==> config.mk <==
export PLATFORM = sky130hd
export DESIGN_NAME = chan_ctl
export DESIGN_NICKNAME = d
export VERILOG_FILES = /design/src/logic/chan_ctl_pkg.sv /design/src/logic/btn_debounce.sv /design/src/logic/chan_ctl.sv
export SDC_FILE = /design/constraint.sdc
export NUM_CORES = 1
export LEC_CHECK = 0
export BUFFER_PORTS_ARGS = -buffer_cell sky130_fd_sc_hd__buf_2
export CAP_MARGIN = 5
export CORE_MARGIN = 3
export CORE_UTILIZATION = 50
export DETAILED_ROUTE_END_ITERATION = 8
export PLACE_DENSITY = 0.78
export SKIP_CTS_REPAIR_TIMING = 1
export SLEW_MARGIN = 20
export SYNTH_ARGS = -nofsm -noshare
export SYNTH_HDL_FRONTEND = slang
export SYNTH_SLANG_ARGS = --single-unit
==> constraint.sdc <==
create_clock -name ref_clk -period 3.1 [get_ports ref_clk]
set_input_delay 0.62 -clock ref_clk [delete_from_list [all_inputs] [get_ports ref_clk]]
set_output_delay 0.62 -clock ref_clk [all_outputs]
set_load 0.02 [all_outputs]
==> src/logic/chan_ctl_pkg.sv <==
// Constants and types for the four-channel record/monitor selection logic.
// Assumes a single 40 MHz clock and a synchronous active-low reset.
//
// Overview of operation
// - Each of four channels keeps its own record state, monitor source and indicators.
// - An inhibited channel never enters recording, whatever record command arrives.
// - After reset every channel is inhibited with its inhibit lamp lit.
// - Inhibit button with a channel button inhibits that channel and lights its lamp.
// - Inhibit press on a recording channel stops its recording and inhibits it.
// - An inhibited channel records again only after first being armed.
// - Dropping one channel from record leaves transport and other channels untouched.
// - Record-head monitor routes that head to the output and lights its lamp.
// - Record-head monitoring channel armed or recording switches to input monitoring.
// - Leaving record restores record-head monitoring unless another source was chosen.
// - After reset every channel monitors the reproduce head with its lamp lit.
// - Reproduce button with a channel button selects reproduce-head monitoring.
// - Input button with a channel button selects input monitoring.
// - Bias lamp lights while the channel records.
// - Erase lamp lights while the channel records.
// - Exactly one record state and exactly one monitor source per channel.
// - Play with record puts every armed channel into recording.
// - Arm button with a channel button arms that channel and lights its lamp.
package chan_ctl_pkg;
  localparam int unsigned NUM_CHAN = 4;
  localparam int unsigned NUM_BTN = 10;
  // Button vector bit positions
  localparam int unsigned BTN_CHAN0 = 0;
  localparam int unsigned BTN_ARM = 4;
  localparam int unsigned BTN_INHIBIT = 5;
  localparam int unsigned BTN_RECHEAD = 6;
  localparam int unsigned BTN_REPRO = 7;
  localparam int unsigned BTN_INPUT = 8;
  localparam int unsigned BTN_PLAYREC = 9;
  // Debounce time and cycle count at 40 MHz
  localparam int unsigned CLK_HZ = 40000000;
  localparam int unsigned DEBOUNCE_US = 100;
  localparam int unsigned DEBOUNCE_CYC = (DEBOUNCE_US * (CLK_HZ / 1000000));
  localparam int unsigned DB_W = 13;
  typedef enum logic [1:0] {REC_INHIBIT, REC_ARMED, REC_ACTIVE} rec_state_t;
  typedef enum logic [1:0] {MON_RECHEAD, MON_REPRO, MON_INPUT} mon_src_t;
  localparam rec_state_t REC_RESET = REC_INHIBIT;
  localparam mon_src_t MON_RESET = MON_REPRO;
endpackage

==> src/logic/btn_debounce.sv <==
// Two-flop synchroniser and stability debouncer for a vector of pushbuttons.
// Assumes raw active-high button levels from the panel.
`timescale 1ns/1ps
module btn_debounce
  import chan_ctl_pkg::*;
(
  // Clock and reset
  input wire logic ref_clk,
  input wire logic rst_n,
  // Raw and clean buttons
  input wire logic [NUM_BTN-1:0] raw,
  output logic [NUM_BTN-1:0] clean
);
  logic [NUM_BTN-1:0] sync1;
  logic [NUM_BTN-1:0] sync2;
  logic [NUM_BTN-1:0] last;
  logic [DB_W-1:0] cnt;

  always_ff @(posedge ref_clk) begin
    if (!rst_n) begin
      sync1 <= '0;
      sync2 <= '0;
    end else begin
      sync1 <= raw;
      sync2 <= sync1;
    end
  end

  // Whole vector must hold still, so a chord is released as one sample
  always_ff @(posedge ref_clk) begin
    if (!rst_n) begin
      last <= '0;
      cnt <= '0;
      clean <= '0;
    end else begin
      last <= sync2;
      if (sync2 != last) begin
        cnt <= '0;
      end else if (cnt == DB_W'(DEBOUNCE_CYC - 1)) begin
        clean <= sync2;
      end else begin
        cnt <= cnt + DB_W'(1);
      end
    end
  end
endmodule

==> src/logic/chan_ctl.sv <==
// Per-channel record-enable and monitor-source control with panel lamps.
// Assumes raw pushbutton levels on buttons; lamps and routing selects are registered.
`timescale 1ns/1ps
module chan_ctl
  import chan_ctl_pkg::*;
(
  // Clock and reset
  input wire logic ref_clk,
  input wire logic rst_n,
  // Panel pushbuttons, see BTN_* positions
  input wire logic [NUM_BTN-1:0] buttons,
  // Record state lamps
  output logic [NUM_CHAN-1:0] inhibit_lamp,
  output logic [NUM_CHAN-1:0] armed_lamp,
  output logic [NUM_CHAN-1:0] record_lamp,
  // Monitor lamps, also the audio routing selects
  output logic [NUM_CHAN-1:0] rechead_lamp,
  output logic [NUM_CHAN-1:0] repro_lamp,
  output logic [NUM_CHAN-1:0] input_lamp,
  // Drive lamps
  output logic [NUM_CHAN-1:0] bias_lamp,
  output logic [NUM_CHAN-1:0] erase_lamp
);
  logic [NUM_BTN-1:0] clean;
  logic [NUM_BTN-1:0] prev;
  logic [NUM_BTN-1:0] press;
  rec_state_t rec [NUM_CHAN];
  mon_src_t mon [NUM_CHAN];
  logic [NUM_CHAN-1:0] want_rechead;

  btn_debounce u_db (
    .ref_clk(ref_clk),
    .rst_n(rst_n),
    .raw(buttons),
    .clean(clean)
  );

  always_ff @(posedge ref_clk) begin
    if (!rst_n) begin
      prev <= '0;
    end else begin
      prev <= clean;
    end
  end

  // A function or channel button newly pressed while its partner is held counts once
  assign press = clean & ~prev;

  function automatic logic chord(input int unsigned ch, input int unsigned fn);
    return clean[BTN_CHAN0 + ch] && clean[fn] && (press[BTN_CHAN0 + ch] || press[fn]);
  endfunction

  function automatic logic mon_cmd(input int unsigned ch);
    return chord(ch, BTN_RECHEAD) || chord(ch, BTN_REPRO) || chord(ch, BTN_INPUT);
  endfunction

  // Record state per channel, each channel touched only by its own chord or by a play with record press
  for (genvar c = 0; c < NUM_CHAN; c++) begin : g_ch
    always_ff @(posedge ref_clk) begin
      if (!rst_n) begin
        rec[c] <= REC_RESET;
      end else if (chord(c, BTN_INHIBIT)) begin
        rec[c] <= REC_INHIBIT;
      end else if (chord(c, BTN_ARM)) begin
        rec[c] <= REC_ARMED;
      end else if (press[BTN_PLAYREC] && rec[c] == REC_ARMED) begin
        rec[c] <= REC_ACTIVE;
      end
    end

    // Remembers that record-head monitoring was chosen, so it returns after arming/recording
    always_ff @(posedge ref_clk) begin
      if (!rst_n) begin
        want_rechead[c] <= 1'b0;
        mon[c] <= MON_RESET;
      end else if (chord(c, BTN_RECHEAD)) begin
        want_rechead[c] <= 1'b1;
        mon[c] <= (rec[c] == REC_INHIBIT) ? MON_RECHEAD : MON_INPUT;
      end else if (chord(c, BTN_REPRO)) begin
        want_rechead[c] <= 1'b0;
        mon[c] <= MON_REPRO;
      end else if (chord(c, BTN_INPUT)) begin
        want_rechead[c] <= 1'b0;
        mon[c] <= MON_INPUT;
      end else if (want_rechead[c] && rec[c] != REC_INHIBIT) begin
        mon[c] <= MON_INPUT;
      end else if (want_rechead[c] && rec[c] == REC_INHIBIT) begin
        mon[c] <= MON_RECHEAD;
      end
    end

    // Lamps from state, one-hot in the record and monitor groups
    always_ff @(posedge ref_clk) begin
      if (!rst_n) begin
        inhibit_lamp[c] <= 1'b1;
        armed_lamp[c] <= 1'b0;
        record_lamp[c] <= 1'b0;
        rechead_lamp[c] <= 1'b0;
        repro_lamp[c] <= 1'b1;
        input_lamp[c] <= 1'b0;
        bias_lamp[c] <= 1'b0;
        erase_lamp[c] <= 1'b0;
      end else begin
        inhibit_lamp[c] <= (rec[c] == REC_INHIBIT);
        armed_lamp[c] <= (rec[c] == REC_ARMED);
        record_lamp[c] <= (rec[c] == REC_ACTIVE);
        rechead_lamp[c] <= (mon[c] == MON_RECHEAD);
        repro_lamp[c] <= (mon[c] == MON_REPRO);
        input_lamp[c] <= (mon[c] == MON_INPUT);
        bias_lamp[c] <= (rec[c] == REC_ACTIVE);
        erase_lamp[c] <= (rec[c] == REC_ACTIVE);
      end
    end

  end
endmodule

==> summary.txt, run 1 <==
Pwr
  – Clock network fraction of design power: 0.390
  – Combinational share of power: 0.039
  – Pleak: 1.841 nW
  – Peak VDD IR: 281.2 µV
  – Power per cell area: 567.8 nW/µm²
  – Net Sw Power: 0.5142 mW
  – Power Internal: 2.035 mW
  – Sequential power share: 0.572
  – Power Total: 2.549 mW
  – Switching share of power: 0.2018

Worst setup path
  – Worst reg-to-reg path cell count: 5
  – Slowest stage delay, CP: 0.46 ns
  – Critical path depth: 5
  – CP top delay family: simple AND/OR/NAND/NOR gates
  – Crit path cell chain: ha_1, nand3_2, nor4_4, and4_4, mux2_4
  – Worst path required time: 3.34 ns
  – Slowest cell on crit path: nor4_4
  – CP Buf/Inv Count: 0
  – R2r setup slk: 1.02 ns
  – Worst EP arrival: 2.33 ns
  – RR Endpoint: u_db.clean[3]
  – FF-to-FF Start: u_db.cnt[0]
  – Kind of critical path: register to register
  – CP Max Fanout: 10
  – CP Launch Type: register
  – Worst Setup End Kind: register

Synth
  – Ys async rst share: 0
  – EDFF count, synth: 16
  – Area leader, netlist: dfxtp_1
  – Synth Area in Adders: 0.003119
  – Post-synthesis register bit count: 107
  – Post-synthesis compound-gate area fraction: 0.07049
  – Syn avg cell area: 10.47 µm²
  – Synth Area in Simple Gates: 0.2364
  – Mapped cell area: 4011 µm²
  – Synth area leaders: dfxtp_1, edfxtp_1, and2_1, mux2_4, nand2_1
  – Synth cell types: 38
  – Yosys top cell area share: 0.4541
  – Top_reg_cell synth: dfxtp_1
  – Mux contribution to synthesized area: 0.03993
  – Largest family of logic cells by synthesized area: simple AND/OR/NAND/NOR gates
  – Cell count after synthesis: 383
  – Yosys warning count: 0
  – Sequential fraction of the synthesis area: 0.5739
  – Synth Area in XOR/XNOR: 0.03930
  – Post-Syn Nets: 396

Final layout
  – Most frequent cells in the layout: dfxtp_1, buf_2, and2_1
  – # fillers: 677
  – Layout cell share with drive strength beyond 1: 0.1887
  – Commonest non-fill, non-tap cell in the layout: dfxtp_1
  – Ant diodes: 0
  – Finished Layout Cells: 526
  – Area grow syn2layout: 11.92%
  – Layout Nets: 432
  – Final Util: 0.5780

Hold path
  – Endpoint, Worst Hold: rechead_lamp[2]
  – HP Start: mon[2][0]
  – Hold Path Class: register to register
  – Worst Hold Depth: 1

CTS
  – Clk_lat worst skew: 0.36 ns
  – Clock-pin slew on the worst setup and hold paths: 0.09 ns
  – CTS Buf Count: 9
  – Root buffer cell: clkbuf_8
  – CTS Sinks: 107
  – H-tree depth: 3
  – CTS tree: yes
  – Clk buf depth: 2

Global routing
  – Initial antenna violation count: 0
  – Vias in the first global route: 2,565
  – Total track usage: 0.1611
  – Largest net degree at the start of global routing: 42
  – First-pass GRT wire length: 11.32 mm
  – Congestion Overflow GR: 0

Floorplanning
  – # rows: 32
  – Die Wd: 95.57 µm
  – IO Count: 44
  – Core area: 7767 µm²
  – Starting density of the core: 0.5164
  – Die area: 9134 µm²
  – Die height: 95.57 µm

STA
  – Final Setup Violations: 0
  – Setup TNS: 0 ns
  – Fin crit share: 0.6716
  – Max frequency: 480.3 MHz
  – Final Critical Period: 2.082 ns
  – Slew @ Worst Pin: 0.5237 ns
  – RSZ-0062 raised after global routing: false
  – Final Skew: 0.01052 ns
  – Slew headroom: 0.6498
  – Slew Limit Fails: 0
  – Hold Violations, Final: 0
  – Worst Hold Slack: 0.4362 ns

Placement
  – Post-detail-place hpwl: 4.590 mm
  – Placed insts: 510
  – Port Buf Inserts: 43
  – Final GP Congestion: 0.8192

Route
  – WL/cell: 12.34 µm
  – Pre-antenna DRT Iters: 4
  – Drt total wl: 6.489 mm
  – Drt drc: 0
  – Detailed-route via count: 2,657
  – Remaining antenna violation count: 0
  – Initial DRC count: 163
  – Vias per inst: 5.051

Flow run
  – Max_cap viols: 0

Outcome
  – Status: finished clean
final cells by class:
cell class	count	area [µm²]	area share
Tap cell	102	127.6	0.02843
Clock buffer	11	141.4	0.03149
Sequential cell	107	2302	0.5128
Timing Repair Buffer	45	230.2	0.05128
Clock inverter	5	100.1	0.02230
Inverter	7	26.28	0.005853
Multi-Input combinational cell	249	1562	0.3478
through the flow:
step	setup slack (ns)	instance area [µm²]
4_1_cts	1.023	4489
6_report	1.018	4489
5_1_grt	0.8850	4489
3_5_place_dp	1.046	4248
2_1_floorplan	1.212	4011
3_3_place_gp	1.107	4248
synthesized netlist by cell type (all sizes together) (5+ instances only):
cell type	number
a21boi	8
clkbuf	11
nand4	6
o21ai	22
xnor2	6
nor2	29
nand3b	6
xor2	12
nand2	34
inv	7
nor3	5
buf	9
and3	6
mux2	10
a21oi	10
nor3b	7
dfxtp	91
and2	41
nand3	21
edfxtp	16
kinds of logic (layout without fill, tap and decap cells):
| kind of cell | count (synthesis) | after routing |
|---|---|---|
| adder cells (fa/ha/maj) | 1 | 1 |
| flip-flops | 107 | 107 |
| AND/OR/NAND/NOR | 171 | 171 |
| AO/OA/AOI/OAI | 48 | 48 |
| multiplexers | 11 | 11 |
| XOR/XNOR | 18 | 18 |
| buffers and inverters | 27 | 68 |
layer usage:
| metal | routed length (µm) | up-vias | track usage |
|---|---|---|---|
| met5 | 0 | - | 0 |
| met4 | 195 | 0 | 0.08057 |
| met3 | 354 | 14 | 0.04341 |
| met2 | 3076 | 70 | 0.2675 |
| met1 | 2863 | 1208 | 0.1913 |
| li1 | - | 1365 | - |
worst max-delay path by stage:
stage                            from       endpoint
after floorplan           u_db.cnt[0]  u_db.clean[0]
after global placement    u_db.cnt[0]  u_db.clean[0]
after detailed placement  u_db.cnt[0]  u_db.clean[3]
after CTS                 u_db.cnt[0]  u_db.clean[3]
after global routing      u_db.cnt[0]  u_db.clean[3]
final                     u_db.cnt[0]  u_db.clean[3]
state kept, by name (all words and copies together), names as in the netlist:
name and cells:
repro_lamp 4, input_lamp 4, inhibit_lamp 4, rechead_lamp 4, mon 8, u_db.sync1 10, prev 10, u_db.clean 10
u_db.last 10, armed_lamp 4, u_db.sync2 10, want_rechead 4, erase_lamp 4, rec 8, u_db.cnt 13
power groups by stage:
stage	sequential, mW	combinational (mW)	clock, mW
2_1_floorplan	1.50	0.0612	0
3_3_place_gp	1.49	0.0972	0
3_5_place_dp	1.49	0.0997	0
4_1_cts	1.46	0.100	1.02
5_1_grt	1.46	0.112	1.09
6_report	1.46	0.0991	0.993
No activity file was read; power rests on OpenSTA's default activity.
==> run 2: changes to the inputs <==
- PLACE_DENSITY: 0.78 -> 0.8
- clock period: 3.1 -> 1.9 ns (I/O delays scaled with it)
==> run 2 against run 1 <==
Effect of this change: hold slack worse by 0.22 ns; setup slack got worse by 0.91 ns; non-clock buffer count rose by 3; via count unchanged; clock power grew 40%; wire length is 2.2% lower; critical path type unchanged; final cell count grew 0.76%; first-iteration DRC count down 40%; global-route usage down 1.6 points.
==> summary.txt, run 2 (same netlist as run 1, synthesis figures left out) <==
Hold path
  – Worst Hold Depth: 2
  – Endpoint, Worst Hold: u_db.sync1[6]
  – Hold Path Class: input port to register
  – HP Start: buttons[6]

STA
  – Setup TNS: 0 ns
  – Fin crit share: 0.9426
  – Max frequency: 558.4 MHz
  – RSZ-0062 raised after global routing: false
  – Final Critical Period: 1.791 ns
  – Slew @ Worst Pin: 0.5223 ns
  – Final Setup Violations: 0
  – Slew Limit Fails: 0
  – Slew headroom: 0.6511
  – Hold Violations, Final: 0
  – Final Skew: 0.01628 ns

CTS
  – H-tree depth: 3
  – Clk_lat worst skew: 0.36 ns
  – Clk buf depth: 2
  – CTS tree: yes
  – CTS Sinks: 107
  – Clock-pin slew on the worst setup and hold paths: 0.10 ns
  – CTS Buf Count: 9
  – Root buffer cell: clkbuf_8

Final layout
  – Most frequent cells in the layout: dfxtp_1, buf_2, and2_1
  – Finished Layout Cells: 530
  – Area of the multi-input gates: 1585 µm²
  – Commonest non-fill, non-tap cell in the layout: dfxtp_1
  – Register Area: 2303 µm²
  – Biggest register: u_db.cnt
  – Max reg flops: 13
  – # fillers: 673
  – Ant diodes: 0
  – Layout Nets: 436
  – Layout cell share with drive strength beyond 1: 0.2033
  – Final Instance Area: 4498 µm²
  – Area grow syn2layout: 12.13%

Route
  – Remaining antenna violation count: 0
  – Drt drc: 0
  – Drt total wl: 6.343 mm
  – Pre-antenna DRT Iters: 4
  – Initial DRC count: 97
  – WL/cell: 11.97 µm
  – Vias per inst: 5.013
  – Detailed-route via count: 2,657

Global routing
  – Congestion Overflow GR: 0
  – Vias in the first global route: 2,364
  – Total track usage: 0.1454
  – Met1 Usage GRT: 0.1676
  – Largest net degree at the start of global routing: 31
  – M3 GR Usage: 0.03552
  – Initial antenna violation count: 0
  – First-pass GRT wire length: 10.20 mm
  – Grt peak-use layer: met2
  – GR Util met2: 0.2472

Floorplanning
  – Starting density of the core: 0.5164
  – Die Wd: 95.57 µm
  – # rows: 32
  – Die area: 9134 µm²
  – Core area: 7767 µm²
  – Die height: 95.57 µm
  – IO Count: 44

Pwr
  – Peak VDD IR: 478.2 µV
  – Pleak: 1.843 nW
  – Power per cell area: 875.6 nW/µm²
  – Power Total: 3.939 mW

Worst setup path
  – Worst EP arrival: 2.04 ns
  – Worst reg-to-reg path cell count: 4
  – Worst Setup End Kind: register
  – RR Endpoint: u_db.clean[6]
  – Crit path cell chain: or3_4, nor4_4, and4_4, mux2_4
  – CP top delay family: simple AND/OR/NAND/NOR gates
  – Kind of critical path: register to register
  – Slowest cell on crit path: or3_4
  – Worst path required time: 2.15 ns
  – CP Max Fanout: 5
  – R2r setup slk: 0.11 ns
  – CP Buf/Inv Count: 0
  – FF-to-FF Start: u_db.cnt[5]
  – CP Launch Type: register
  – Slowest stage delay, CP: 0.39 ns

Placement
  – Port Buf Inserts: 43
  – Placed insts: 513
  – Final GP Congestion: 0.8113
  – Post-detail-place hpwl: 4.416 mm
  – Dpl cell area: 4270 µm²

Outcome
  – Status: finished clean

Flow run
  – Max_cap viols: 0
## run 2: power by group
group / leakage, nW / switching, mW / internal (mW) / total, mW
registers: 0.884 / 0.0268 / 2.35 / 2.38
logic: 0.855 / 0.103 / 0.0680 / 0.171
clock network: 0.104 / 0.735 / 0.656 / 1.39
total: 1.84 / 0.865 / 3.07 / 3.94
## run 2: metrics by stage
step	util	hold slack, ns	worst slack [ns]
after detailed placement	0.5498	0.4177	0.09261
after CTS	0.5759	0.2032	0.04636
after global routing	0.5791	0.2060	0.03732
final	0.5791	0.2179	0.1091
after global placement	0.5498	0.4162	0.1320
after floorplan	-	0.4119	0.01223
## run 2: layer usage
layer,vias to the layer above,share of wire
met5,-,0
met4,0,0.027
met2,61,0.47
met1,1203,0.46
met3,13,0.046
li1,1380,-
## run 2: layout make-up
class | instances | share of cell area
timing repair buffer | 48 | 0.05619
clock inverter | 5 | 0.01363
inverter | 7 | 0.005841
sequential | 107 | 0.5121
tap | 102 | 0.02837
multi-input combinational | 250 | 0.3524
clock buffer | 11 | 0.03143
## run 2: worst max path at each step
stage                      startpoint            end  cells past startpoint
after global routing      u_db.cnt[5]  u_db.clean[6]                      4
after global placement    u_db.cnt[0]  u_db.clean[1]                      5
after floorplan           u_db.cnt[0]  u_db.clean[0]                      6
after CTS                 u_db.cnt[0]  u_db.clean[6]                      5
final                     u_db.cnt[5]  u_db.clean[6]                      4
after detailed placement  u_db.cnt[0]  u_db.clean[6]                      5
